===== config.mk =====
export PLATFORM = sky130hd
export DESIGN_NAME = pag_generator_flat
export DESIGN_NICKNAME = d
export VERILOG_FILES = /design/src/verilog/pag_pkg.sv /design/src/verilog/pag_if.sv /design/src/verilog/pag_generator.sv /design/src/flat_wrapper.sv
export SDC_FILE = /design/constraint.sdc
export NUM_CORES = 1
export LEC_CHECK = 0
export BUFFER_PORTS_ARGS = -buffer_cell sky130_fd_sc_hd__buf_2
export CORE_MARGIN = 1.5
export CORE_UTILIZATION = 30
export CTS_CLUSTER_DIAMETER = 80
export DETAILED_ROUTE_END_ITERATION = 6
export GPL_TIMING_DRIVEN = 0
export HOLD_SLACK_MARGIN = 0.03
export PLACE_DENSITY_LB_ADDON = 0.3
export REMOVE_ABC_BUFFERS = 1
export SYNTH_ARGS = -nofsm -noshare
export SYNTH_HDL_FRONTEND = slang
export SYNTH_SLANG_ARGS = --single-unit

===== constraint.sdc =====
create_clock -name clk -period 14.3 [get_ports clk]
set_input_delay 2.86 -clock clk [delete_from_list [all_inputs] [get_ports clk]]
set_output_delay 2.86 -clock clk [all_outputs]
set_load 0.005 [all_outputs]

===== src/verilog/pag_pkg.sv =====
// pag_pkg: shared constants for the programmable address generator link
// assumes a single 40 MHz clock shared by scheduler and generator
package pag_pkg;
    localparam int ADDR_W      = 20;
    localparam int DATA_W      = 8;
    localparam int CFG_REGS    = 20;
    localparam int PAT_DEPTH   = 32;
    localparam int CHAN_W      = 5;
    localparam int CFG_IDX_W   = 5;
    localparam int PAT_IDX_W   = 5;
    // register_latch_select codes
    localparam logic [1:0] SEL_ADDR_REG  = 2'h0;
    localparam logic [1:0] SEL_CFG_DATA  = 2'h1;
    localparam logic [1:0] SEL_PAT_DATA  = 2'h2;
    localparam logic [1:0] SEL_EXT_DATA  = 2'h3;
    // configuration register indices
    localparam logic [4:0] CFG_BASE0     = 5'h00;
    localparam logic [4:0] CFG_BASE1     = 5'h01;
    localparam logic [4:0] CFG_BASE2     = 5'h02;
    localparam logic [4:0] CFG_LEN0      = 5'h03;
    localparam logic [4:0] CFG_LEN1      = 5'h04;
    localparam logic [4:0] CFG_LEN2      = 5'h05;
    localparam logic [4:0] CFG_PAT_CNT   = 5'h06;
    localparam logic [4:0] CFG_MODE      = 5'h07;
    localparam logic [4:0] CFG_PO_POS0   = 5'h08;
    localparam logic [4:0] CFG_PO_POS1   = 5'h09;
    localparam logic [4:0] CFG_PO_POS2   = 5'h0A;
    localparam logic [4:0] CFG_CBUF_SZ0  = 5'h0B;
    localparam logic [4:0] CFG_CBUF_SZ1  = 5'h0C;
    localparam logic [4:0] CFG_CBUF_SZ2  = 5'h0D;
    // mode bits
    localparam int MODE_EXT_BIT  = 0;
    localparam int MODE_CBUF_BIT = 1;
    localparam int MODE_WE_BIT   = 2;
    // reset values
    localparam logic [7:0] CFG_RST_DEFAULT = 8'h00;
    localparam logic [7:0] CFG_LEN0_RST    = 8'hFF;
    localparam logic [7:0] CFG_PAT_CNT_RST = 8'h01;
    localparam logic [7:0] PAT_RST         = 8'h01;
endpackage


===== src/verilog/pag_if.sv =====
// pag_if: pins between scheduler end and address generator end
// assumes both ends share clk and the start strobe
`timescale 1ns/100ps
`default_nettype none
interface pag_if;
    logic                          chip_select_b;
    logic                          write_not_read;
    logic [1:0]                    register_latch_select;
    logic                          strobe;
    logic [pag_pkg::DATA_W-1:0]    config_data_bus;
    logic                          start;
    logic [pag_pkg::CHAN_W-1:0]    channel_select_lines;
    logic                          ext_req;
    logic [pag_pkg::PAT_IDX_W+2:0] ext_index;
    logic                          ext_valid;
    logic                          terminal_count;
    logic                          program_out_flag;

    modport generator (
        input  chip_select_b, write_not_read, register_latch_select, strobe, config_data_bus,
        input  start, channel_select_lines, ext_valid,
        output ext_req, ext_index, terminal_count, program_out_flag
    );
    modport scheduler (
        output chip_select_b, write_not_read, register_latch_select, strobe, config_data_bus,
        output start, channel_select_lines, ext_valid,
        input  ext_req, ext_index, terminal_count, program_out_flag
    );
endinterface
`default_nettype wire


===== src/verilog/pag_generator.sv =====
// pag_generator: address generator end, loaded over the byte bus, emits 20-bit address arrays
// assumes clk shared with the DSP and the scheduler; link signals are same-domain logic
// Overview of operation
// [RULE_01] local mode reads up to 32 stored patterns
// [RULE_02] twenty config registers, defaults, write before start
// [RULE_03] start begins address array generation
// [RULE_04] address output is 20 bits wide
// [RULE_05] too many patterns: fetch patterns over bus
// [RULE_06] terminal count at end, then idle
// [RULE_07] drive program-out flag for scheduler or DSP
// [RULE_08] channel select picks circular buffer
// [RULE_09] few channels direct, many via decoder
// [RULE_10] data/coefficient use leaves channel inputs idle
// [RULE_11] drive memory write enable and read strobe
// [RULE_12] scheduler drives address/latch select lines
// [RULE_13] own chip select and terminal count each
// [RULE_14] common clock and start with DSP
`timescale 1ns/100ps
`default_nettype none
module pag_generator #(
    parameter int ADDR_W    = pag_pkg::ADDR_W,
    parameter int PAT_DEPTH = pag_pkg::PAT_DEPTH
) (
    input  wire logic              clk,
    input  wire logic              rst_b,
    pag_if.generator               link,
    output logic [ADDR_W-1:0]      address_out,
    output logic                   address_valid,
    output logic                   write_enable,
    output logic                   read_strobe_clock,
    output logic                   busy
);
    typedef enum logic [3:0] {
        PAG_IDLE  = 4'b0001,
        PAG_FETCH = 4'b0010,
        PAG_RUN   = 4'b0100,
        PAG_DONE  = 4'b1000
    } pag_state_t;

    typedef struct packed {
        pag_state_t                                   state;
        logic [pag_pkg::CFG_REGS-1:0][7:0]            cfg;
        logic [PAT_DEPTH-1:0][7:0]                    pat;
        logic [4:0]                                   addr_ptr;
        logic [pag_pkg::PAT_IDX_W:0]                  pat_idx;
        logic [7:0]                                   step;
        logic [ADDR_W-1:0]                            base;
        logic [ADDR_W-1:0]                            offset;
        logic [ADDR_W-1:0]                            count;
        logic [ADDR_W-1:0]                            address;
        logic                                         valid;
        logic                                         we;
        logic                                         rd;
        logic                                         tc;
        logic                                         po;
        logic                                         ext_req;
    } pag_gen_t;

    pag_gen_t s_reg;
    pag_gen_t s_next;

    function automatic logic [ADDR_W-1:0] pag_word(input logic [7:0] b0, input logic [7:0] b1,
                                                   input logic [7:0] b2);
        logic [23:0] w;
        w = {b2, b1, b0};
        return w[ADDR_W-1:0];
    endfunction

    // next offset, folded back into the circular buffer when enabled
    function automatic logic [ADDR_W-1:0] pag_next_off(input logic [ADDR_W-1:0] off, input logic [7:0] stp,
                                                       input logic [ADDR_W-1:0] size, input logic circ);
        logic [ADDR_W-1:0] sum;
        sum = off + ADDR_W'(stp);
        if (circ && size != '0 && sum >= size) begin
            sum = sum - size;
        end
        return sum;
    endfunction

    logic [ADDR_W-1:0] len_w;
    logic [ADDR_W-1:0] po_w;
    logic [ADDR_W-1:0] cbuf_w;
    logic              ext_mode;
    logic              cbuf_mode;
    logic [7:0]        pat_cnt;
    logic              bus_wr;

    always_comb begin
        len_w     = pag_word(s_reg.cfg[pag_pkg::CFG_LEN0], s_reg.cfg[pag_pkg::CFG_LEN1],
                             s_reg.cfg[pag_pkg::CFG_LEN2]);
        po_w      = pag_word(s_reg.cfg[pag_pkg::CFG_PO_POS0], s_reg.cfg[pag_pkg::CFG_PO_POS1],
                             s_reg.cfg[pag_pkg::CFG_PO_POS2]);
        cbuf_w    = pag_word(s_reg.cfg[pag_pkg::CFG_CBUF_SZ0], s_reg.cfg[pag_pkg::CFG_CBUF_SZ1],
                             s_reg.cfg[pag_pkg::CFG_CBUF_SZ2]);
        pat_cnt   = s_reg.cfg[pag_pkg::CFG_PAT_CNT];
        // external pattern mode when forced or when patterns exceed local store
        ext_mode  = s_reg.cfg[pag_pkg::CFG_MODE][pag_pkg::MODE_EXT_BIT]
                    || (pat_cnt > 8'(PAT_DEPTH));  // [RULE_05]
        cbuf_mode = s_reg.cfg[pag_pkg::CFG_MODE][pag_pkg::MODE_CBUF_BIT];
        bus_wr    = !link.chip_select_b && link.write_not_read && link.strobe;  // [RULE_13]
    end

    always_comb begin
        s_next       = s_reg;
        s_next.valid = 1'b0;
        s_next.we    = 1'b0;
        s_next.rd    = 1'b0;
        s_next.tc    = 1'b0;
        s_next.po    = 1'b0;
        case (s_reg.state)
            PAG_IDLE: begin
                // programming over the byte bus only while idle
                if (bus_wr) begin
                    if (link.register_latch_select == pag_pkg::SEL_ADDR_REG) begin  // [RULE_12]
                        s_next.addr_ptr = link.config_data_bus[4:0];
                    end else if (link.register_latch_select == pag_pkg::SEL_CFG_DATA) begin
                        if (s_reg.addr_ptr < 5'(pag_pkg::CFG_REGS)) begin
                            s_next.cfg[s_reg.addr_ptr] = link.config_data_bus;  // [RULE_02]
                        end
                        s_next.addr_ptr = s_reg.addr_ptr + 5'h01;
                    end else if (link.register_latch_select == pag_pkg::SEL_PAT_DATA) begin
                        s_next.pat[s_reg.addr_ptr] = link.config_data_bus;  // [RULE_01]
                        s_next.addr_ptr = s_reg.addr_ptr + 5'h01;
                    end
                end
                if (link.start) begin  // [RULE_03] [RULE_14]
                    s_next.base    = '0;
                    // circular buffer origin from requesting channel
                    if (cbuf_mode) begin
                        s_next.base = ADDR_W'(link.channel_select_lines) * cbuf_w;  // [RULE_08] [RULE_09] [RULE_10]
                    end
                    s_next.offset  = '0;
                    s_next.count   = '0;
                    s_next.pat_idx = '0;
                    s_next.ext_req = ext_mode;
                    s_next.state   = ext_mode ? PAG_FETCH : PAG_RUN;
                    s_next.step    = s_reg.pat[0];
                end
            end
            PAG_FETCH: begin
                // wait for scheduler to supply the next pattern byte
                if (link.ext_valid) begin  // [RULE_05]
                    s_next.step    = link.config_data_bus;
                    s_next.ext_req = 1'b0;
                    s_next.state   = PAG_RUN;
                end
            end
            PAG_RUN: begin
                s_next.address = s_reg.base + s_reg.offset;  // [RULE_04]
                s_next.valid   = 1'b1;
                s_next.we      = s_reg.cfg[pag_pkg::CFG_MODE][pag_pkg::MODE_WE_BIT];  // [RULE_11]
                s_next.rd      = 1'b1;  // [RULE_11]
                s_next.po      = (s_reg.count == po_w);  // [RULE_07]
                s_next.offset  = pag_next_off(s_reg.offset, s_reg.step, cbuf_w, cbuf_mode);  // [RULE_08]
                s_next.count   = s_reg.count + 1'b1;
                s_next.pat_idx = s_reg.pat_idx + 1'b1;
                if (pat_cnt != 8'h00 && s_reg.pat_idx + 1'b1 >= 6'(pat_cnt)) begin
                    s_next.pat_idx = '0;
                end
                if (ext_mode) begin
                    s_next.ext_req = 1'b1;
                    s_next.state   = PAG_FETCH;
                end else begin
                    s_next.step = s_reg.pat[s_next.pat_idx[4:0]];  // [RULE_01]
                end
                if (s_reg.count == len_w) begin
                    s_next.ext_req = 1'b0;
                    s_next.state   = PAG_DONE;
                end
            end
            PAG_DONE: begin
                s_next.tc    = 1'b1;  // [RULE_06]
                s_next.state = PAG_IDLE;
            end
            default: begin
                s_next.state = PAG_IDLE;
            end
        endcase
    end

    always_ff @(posedge clk) begin
        if (!rst_b) begin
            s_reg          <= '0;
            s_reg.state    <= PAG_IDLE;
            for (int i = 0; i < pag_pkg::CFG_REGS; i++) begin
                s_reg.cfg[i] <= pag_pkg::CFG_RST_DEFAULT;
            end
            s_reg.cfg[pag_pkg::CFG_LEN0]    <= pag_pkg::CFG_LEN0_RST;
            s_reg.cfg[pag_pkg::CFG_PAT_CNT] <= pag_pkg::CFG_PAT_CNT_RST;
            for (int i = 0; i < PAT_DEPTH; i++) begin
                s_reg.pat[i] <= pag_pkg::PAT_RST;
            end
        end else begin
            s_reg <= s_next;
        end
    end

    assign address_out           = s_reg.address;
    assign address_valid         = s_reg.valid;
    assign write_enable          = s_reg.we;
    assign read_strobe_clock     = s_reg.rd;
    assign busy                  = (s_reg.state != PAG_IDLE);
    assign link.terminal_count   = s_reg.tc;
    assign link.program_out_flag = s_reg.po;
    assign link.ext_req          = s_reg.ext_req;
    assign link.ext_index        = {2'h0, s_reg.pat_idx};
endmodule
`default_nettype wire


===== src/flat_wrapper.sv =====
// flat-port wrapper written by rule: the top's interface ports become plain ports
module pag_generator_flat 
#(
    parameter int ADDR_W    = pag_pkg::ADDR_W,
    parameter int PAT_DEPTH = pag_pkg::PAT_DEPTH
)
  (clk, rst_b, address_out, address_valid, write_enable, read_strobe_clock, busy, link_chip_select_b, link_write_not_read, link_register_latch_select, link_strobe, link_config_data_bus, link_start, link_channel_select_lines, link_ext_valid, link_ext_req, link_ext_index, link_terminal_count, link_program_out_flag);
  pag_if link_i ();
  input  wire logic clk;
  input  wire logic rst_b;
  output logic [ADDR_W-1:0] address_out;
  output logic address_valid;
  output logic write_enable;
  output logic read_strobe_clock;
  output logic busy;
  input wire logic [$bits(link_i.chip_select_b)-1:0] link_chip_select_b;
  input wire logic [$bits(link_i.write_not_read)-1:0] link_write_not_read;
  input wire logic [$bits(link_i.register_latch_select)-1:0] link_register_latch_select;
  input wire logic [$bits(link_i.strobe)-1:0] link_strobe;
  input wire logic [$bits(link_i.config_data_bus)-1:0] link_config_data_bus;
  input wire logic [$bits(link_i.start)-1:0] link_start;
  input wire logic [$bits(link_i.channel_select_lines)-1:0] link_channel_select_lines;
  input wire logic [$bits(link_i.ext_valid)-1:0] link_ext_valid;
  output wire logic [$bits(link_i.ext_req)-1:0] link_ext_req;
  output wire logic [$bits(link_i.ext_index)-1:0] link_ext_index;
  output wire logic [$bits(link_i.terminal_count)-1:0] link_terminal_count;
  output wire logic [$bits(link_i.program_out_flag)-1:0] link_program_out_flag;
  assign link_i.chip_select_b = link_chip_select_b;
  assign link_i.write_not_read = link_write_not_read;
  assign link_i.register_latch_select = link_register_latch_select;
  assign link_i.strobe = link_strobe;
  assign link_i.config_data_bus = link_config_data_bus;
  assign link_i.start = link_start;
  assign link_i.channel_select_lines = link_channel_select_lines;
  assign link_i.ext_valid = link_ext_valid;
  assign link_ext_req = link_i.ext_req;
  assign link_ext_index = link_i.ext_index;
  assign link_terminal_count = link_i.terminal_count;
  assign link_program_out_flag = link_i.program_out_flag;
  pag_generator #(.ADDR_W(ADDR_W), .PAT_DEPTH(PAT_DEPTH)) u_core (.clk(clk), .rst_b(rst_b), .link(link_i), .address_out(address_out), .address_valid(address_valid), .write_enable(write_enable), .read_strobe_clock(read_strobe_clock), .busy(busy));
endmodule

==> flow_summary.json, run 1 <==
{
  "status": "finished, final reports clean",
  "dr_wl_met3_mm": 4.52,
  "start_util": 0.305,
  "synth_xor_area_frac": 0.0404,
  "maxSlewHeadroom": 0.116,
  "rows": 105,
  "worstPathRequired_ps": 14780,
  "internal-power_uw": 2020,
  "dieArea_mm2": 0.0856,
  "htreeDepth": 2,
  "fin_worst_skew_ps": 41.1,
  "grt_overflow": 0,
  "power.density_mw_per_mm2": 97.1,
  "totalWireLength_mm": 77.1,
  "path_max_fanout": 16,
  "p_clk_frac": 0.482,
  "top_layer": "met5",
  "post_cts_buffers": 0,
  "yosysTopAreaCell": "dfxtp_1",
  "yosys.area_share.adder": 0.0801,
  "clkLatencyLatePin_ps": 630,
  "fin_crit_sh": 0.484,
  "antenna_found_initial": 4,
  "syn_avg_cell_area_um2": 8.36,
  "wl_per_cell_um": 19.2,
  "drv_slew": 0,
  "synth_top_family_by_area": "compound AO/OA/AOI/OAI gates",
  "cts_sinks": 435,
  "p_comb_frac": 0.065,
  "wl_met2_mm": 34.2,
  "ctsResizeCount": 0,
  "grt_pass1_wl_mm": 120,
  "cp-end-kind": "register",
  "path_clk_slew_ps": 60,
  "drv_cap": 0,
  "critPathArrivalTime_ps": 7400,
  "num_vias": 20900,
  "clock_path_buffers": 3,
  "finalSetupViolations": 0,
  "dp_hpwl_mm": 50.6,
  "die-height_um": 293,
  "synth_ff_type": "dfxtp_1",
  "crit_path_cell_trace": "buf_2 > nand2_1 > fa_1 > fa_1 > fa_1 > inv_1 > ha_1 > nor2b_1 > o31ai_1 > a21boi_0 > o31ai_1 > a21oi_1 > a31oi_1 > o21ai_0 > o311ai_0",
  "ys_async_sr_fraction": 0,
  "grt_pass1_vias": 19800,
  "cts.root.buffer_cell": "clkbuf_16",
  "final_cell_mix": "453 x nand2_1, 434 x dfxtp_1, 276 x o21ai_0",
  "core-area_mm2": 0.0825,
  "tns_ps": 0,
  "largest_reg_flops": 335,
  "drc": 0,
  "p_sw_uw": 681,
  "place_ws_ps": 6820,
  "syn_area_mm2": 0.0251,
  "synth.distinct_cells": 79,
  "synthCells": 3008,
  "tightest_slew_ps": 1330,
  "max_freq_mhz": 145,
  "synthToLayoutAreaGrowth_pct": 10.6,
  "die_x_um": 293,
  "rsz0062_at_grt": "false",
  "tritoncts": "yes",
  "cts_buffers": 49,
  "layout_commonest_cell": "nand2_1",
  "power_frac_seq": 0.453,
  "cts_hold_buffers": 0,
  "synth_mux_area_frac": 0.0760,
  "ys_seq_area_frac": 0.346,
  "synth_edf_count": 0,
  "cpPeakStageDelay_ps": 540,
  "cp_common_cell": "fa_1",
  "hold_viol_final": 0,
  "postRouteAntennaNets": 0,
  "worstSetupPathType": "input port to register",
  "grt_start_max_net_pins": 172,
  "drive_gt1_frac": 0.0794,
  "via_per_inst": 5.22,
  "yosys.area_share.simple": 0.191,
  "yosys.area.top_type_share": 0.346,
  "p_sw_frac": 0.252,
  "synth-seq-cells": 435,
  "gp_congestion": 0.882,
  "portBuffers": 54,
  "slowest_stage": "fa_1",
  "whs_ps": 458,
  "nets": 3052,
  "drt-initial-drc-count": 1785,
  "synth_warnings": 0,
  "start_kind": "input port",
  "grtUsageTotal": 0.177,
  "met1Wirelength_mm": 36.6,
  "synth.area.top_cells": "dfxtp_1 35%, a21boi_0 7.4%, nand2_1 6.8%",
  "synth_compound_area_frac": 0.206,
  "leakage_uw": 0.00989,
  "layout_setup_ws_ps": 7380,
  "layout_min_cycle_time_ps": 6920,
  "hp-class": "register to register",
  "io_pins": 57,
  "drt_pass1_iterations": 7,
  "vdd_drop_max_mv": 0.0907
}
[worst paths after layout]
| kind | endpoint | startpoint | cells after the start | slack (ps) |
|---|---|---|---|---|
| worst max-delay path | u_core.s_reg[84]$_SDFFE_PN0P_ | link_channel_select_lines[4] | 15 | 7380 |
| worst min-delay path | u_core.address_out[14]$_SDFFE_PN0P_ | u_core.address_out[14]$_SDFFE_PN0P_ | 2 | 460 |
| worst max register to register | u_core.s_reg[87]$_SDFFE_PN0P_ | u_core.link.ext_index[0]$_SDFFE_PN0P_ | 14 | 8620 |
| worst min register to register | u_core.address_out[14]$_SDFFE_PN0P_ | u_core.address_out[14]$_SDFFE_PN0P_ | 2 | 460 |
[area by class of cell]
cell class,count,area (um2)
fillers,8679,54700
multi-input cells,2223,15000
flip-flops and latches,435,8710
clock buffers,70,1380
well taps,1070,1340
repair buffers,75,683
inverters,115,432
clock inverters,18,245
diodes,3,7.51
[logic make-up after synthesis]
kind of cell,after synthesis
AOI/OAI and AO/OA,795
xor gates and xnor gates,116
adders and majority gates,131
buffers and inverters,351
DFF,435
muxes,152
other,1
and+or+nand+nor,1027
[synth_stat cells (15+ instances only)]
master	number
o21ai_0	277
o21a_1	15
ha_1	81
o211ai_1	22
and2_1	86
xnor2_1	56
mux2_2	17
nor2b_1	89
a211oi_1	17
buf_4	33
clkbuf_1	185
mux4_2	23
mux2i_1	107
dfxtp_1	435
inv_1	113
fa_1	50
nand4_1	19
a21oi_1	71
a21boi_0	248
nor4_1	16
a22oi_1	20
xor2_1	60
nor2_1	118
nand2_1	458
nand3_1	145
nor3_1	24
[power groups by stage]
stage / Clock [uW] / Combinational (uW) / Sequential (uW)
after global routing: 1380 / 191 / 1220
after floorplan: 0 / 90.8 / 1250
after global placement: 0 / 178 / 1250
after CTS: 1330 / 175 / 1220
final: 1300 / 176 / 1220
after detailed placement: 0 / 174 / 1250
[through the flow]
stage	power, uW	instances	cell area (um2)	util
floorplan	1340	2773	24100	-
global placement	1430	3897	25700	0.311
detailed placement	1420	3915	26200	0.317
CTS	2730	4003	27800	0.337
global route	2790	4006	27800	0.337
finish	2700	4009	27800	0.337
[metal layers]
metal,up-vias,GRT usage
li1,10200,-
met1,10100,0.253
met2,512,0.276
met3,101,0.0285
met4,2,0.0444
met5,-,0
[critical path, delay by kind of cell]
kind	cells	cell delay, ps
buffers and inverters	2	290
and+or+nand+nor	2	290
AOI/OAI and AO/OA	7	2050
adders and majority gates	4	1910
(Power assumes the default switching activity.)
==> run 2, diff against run 1 <==
--- a/config.mk
+++ b/config.mk
@@ -5,6 +5,7 @@
 export SDC_FILE = /design/constraint.sdc
 export NUM_CORES = 1
 export LEC_CHECK = 0
+export ABC_AREA = 1
 export BUFFER_PORTS_ARGS = -buffer_cell sky130_fd_sc_hd__buf_2
 export CORE_MARGIN = 1.5
 export CORE_UTILIZATION = 30
==> constraint.sdc (replaced) <==
create_clock -name clk -period 6.7 [get_ports clk]
set_input_delay 1.34 -clock clk [delete_from_list [all_inputs] [get_ports clk]]
set_output_delay 1.34 -clock clk [all_outputs]
set_load 0.005 [all_outputs]
==> flow_summary.json, run 2 <==
{
  "die_x_um": 290,
  "antenna_found_initial": 2,
  "largest_reg_flops": 335,
  "layout_min_cycle_time_ps": 5650,
  "synth_edf_count": 0,
  "final_area_mm2": 0.0274,
  "multi_input_area_mm2": 0.0131,
  "ys_async_sr_fraction": 0,
  "n_antenna_cell": 0,
  "yosys.area.top_type_share": 0.351,
  "tritoncts": "yes",
  "postRouteAntennaNets": 0,
  "p_total_uw": 6130,
  "dp_hpwl_mm": 52.8,
  "yosysTopAreaCell": "dfxtp_1",
  "crit_path_cell_trace": "ha_1 > xor2_1 > ha_1 > nand2_1 > nor2_1 > nand2_1 > nand2_1 > nand2_2 > buf_12 > nand2_2 > buf_12 > inv_2 > buf_12 > o211ai_1 > nand3_1 > nand3_1 > nand3_1 > nand3_1 > nand2_1 > inv_1",
  "grtUsageTotal": 0.181,
  "clkLatencyLatePin_ps": 610,
  "power.density_mw_per_mm2": 224,
  "seq_area_mm2": 0.00871,
  "synthCells": 3538,
  "dieArea_mm2": 0.0843,
  "drive_gt1_frac": 0.0582,
  "p_clk_frac": 0.456,
  "start_util": 0.302,
  "hold_viol_final": 0,
  "drt-initial-drc-count": 1810,
  "p_sw_frac": 0.272,
  "syn_avg_cell_area_um2": 7.00,
  "power_frac_seq": 0.432,
  "io_pins": 57,
  "synthToLayoutAreaGrowth_pct": 10.6,
  "hp-class": "register to register",
  "cpPeakStageDelay_ps": 960,
  "critPathArrivalTime_ps": 6150,
  "via_per_inst": 4.98,
  "grt_start_max_net_pins": 130,
  "synth.distinct_cells": 51,
  "clock_path_buffers": 3,
  "cts_buffers": 48,
  "synth_ff_type": "dfxtp_1",
  "rows": 105,
  "internal-power_uw": 4460,
  "leakage_uw": 0.0114,
  "wl_per_cell_um": 17.2,
  "cts_sinks": 435,
  "grt_overflow": 0,
  "portBuffers": 54,
  "ctsResizeCount": 0,
  "max_freq_mhz": 177,
  "grt_pass1_vias": 20700,
  "drc": 0,
  "place_area_mm2": 0.0257,
  "fin_crit_sh": 0.844,
  "synth_warnings": 0,
  "critical_path_buf_inv_count": 5,
  "fin_worst_skew_ps": 26.5,
  "maxSlewHeadroom": 0.143,
  "cts_hold_buffers": 0,
  "finalSetupViolations": 0,
  "synth.area.top_cells": "dfxtp_1 35%, nand2_1 9.5%, a21oi_1 7.8%",
  "rsz0062_at_grt": "false",
  "p_sw_uw": 1670,
  "cts.root.buffer_cell": "clkbuf_16",
  "worstPathRequired_ps": 7200,
  "final_cell_mix": "625 x nand2_1, 504 x inv_1, 435 x dfxtp_1",
  "drt_pass1_iterations": 5,
  "drv_cap": 0,
  "syn_area_mm2": 0.0248,
  "ys_seq_area_frac": 0.351,
  "totalWireLength_mm": 78.3,
  "tightest_slew_ps": 1280,
  "vdd_drop_max_mv": 0.176,
  "grt_pass1_wl_mm": 122,
  "nets": 3586,
  "layout_commonest_cell": "nand2_1",
  "p_comb_frac": 0.111,
  "htreeDepth": 2,
  "die-height_um": 290,
  "post_cts_buffers": 0,
  "start_kind": "register",
  "cp-end-kind": "register",
  "gp_congestion": 0.920,
  "synth-seq-cells": 435,
  "num_vias": 22600,
  "status": "finished, final reports clean",
  "synth_common_cells": "629 x nand2_1, 507 x inv_1, 435 x dfxtp_1",
  "core-area_mm2": 0.0820,
  "yosysMostFrequentCell": "nand2_1",
  "n_fill_cell": 8907,
  "path_clk_slew_ps": 60,
  "critPathTopFamily": "simple AND/OR/NAND/NOR gates",
  "drv_slew": 0,
  "worstSetupPathType": "register to register",
  "slowest_stage": "dfxtp_1",
  "path_max_fanout": 34,
  "whs_ps": 439
}
[run 2: cell count changes in the layout (fill, tap and decap cells not counted), moves of 19 or more]
cell / before / now
a21boi_0: 248 / 3
a21oi_1: 70 / 388
a22oi_1: 20 / 1
and2_1: 86 / 2
inv_1: 113 / 504
mux2i_1: 107 / 0
mux4_2: 23 / 0
nand2_1: 453 / 625
nand3_1: 145 / 283
nor2_1: 115 / 164
nor2b_1: 89 / 0
o211ai_1: 22 / 94
o21ai_0: 276 / 360
xnor2_1: 55 / 32
[run 2: path summary, 6_finish.rpt]
kind | start | to | slack (ps) | cells past startpoint
hold / removal | u_core.s_reg[246]$_SDFFE_PN0P_ | u_core.s_reg[246]$_SDFFE_PN0P_ | 440 | 2
setup reg to reg | u_core.link.ext_index[0]$_SDFFE_PN0P_ | u_core.s_reg[89]$_SDFFE_PN0P_ | 1050 | 20
setup / recovery | u_core.link.ext_index[0]$_SDFFE_PN0P_ | u_core.s_reg[89]$_SDFFE_PN0P_ | 1050 | 20
hold reg to reg | u_core.s_reg[246]$_SDFFE_PN0P_ | u_core.s_reg[246]$_SDFFE_PN0P_ | 440 | 2
[run 2: metrics by stage]
step	std cells	setup TNS, ps	worst slack, ps	util
floorplan	3315	0	523	-
global placement	4439	-369140	-5330	0.310
detailed placement	4451	0	1100	0.313
global route	4540	0	684	0.334
finish	4540	0	1050	0.334
CTS	4538	0	1100	0.334
[run 2: cell families after synthesis]
| kind of cell | Yosys count | share of synthesized area |
|---|---|---|
| AOI/OAI and AO/OA | 969 | 0.218 |
| DFF | 435 | 0.351 |
| and+or+nand+nor | 1169 | 0.201 |
| xor gates and xnor gates | 80 | 0.0283 |
| other | 1 | 0.000151 |
| buffers and inverters | 753 | 0.120 |
| adders and majority gates | 131 | 0.0813 |
[run 2: tightest hold or removal path, cell delays in order, from the launching register on]
cell     delay, ps
dfxtp_1        300
inv_1           40
a21oi_1         50
[run 2: power groups by stage]
stage,Sequential (uW),Clock [uW],Combinational [uW]
6_report,2650,2800,682
5_1_grt,2650,2960,757
4_1_cts,2650,2850,669
3_5_place_dp,2700,0,666
3_3_place_gp,2700,0,672
2_1_floorplan,2690,0,413
[run 2: final cells by class]
| cell class | count | share of cell area |
|---|---|---|
| Inverter | 529 | 0.0726 |
| Timing Repair Buffer | 68 | 0.0214 |
| Sequential cell | 435 | 0.318 |
| Tap cell | 1070 | 0.0488 |
| Clock inverter | 15 | 0.00730 |
| Multi-Input combinational cell | 2351 | 0.479 |
| Clock buffer | 72 | 0.0533 |
[run 2: routing by layer]
layer	share of wire	global-route usage	up-vias
li1	-	-	11400
met1	0.48	0.260	10500
met2	0.45	0.289	573
met3	0.051	0.0224	97
met4	0.018	0.0406	4
met5	0.00029	0	-
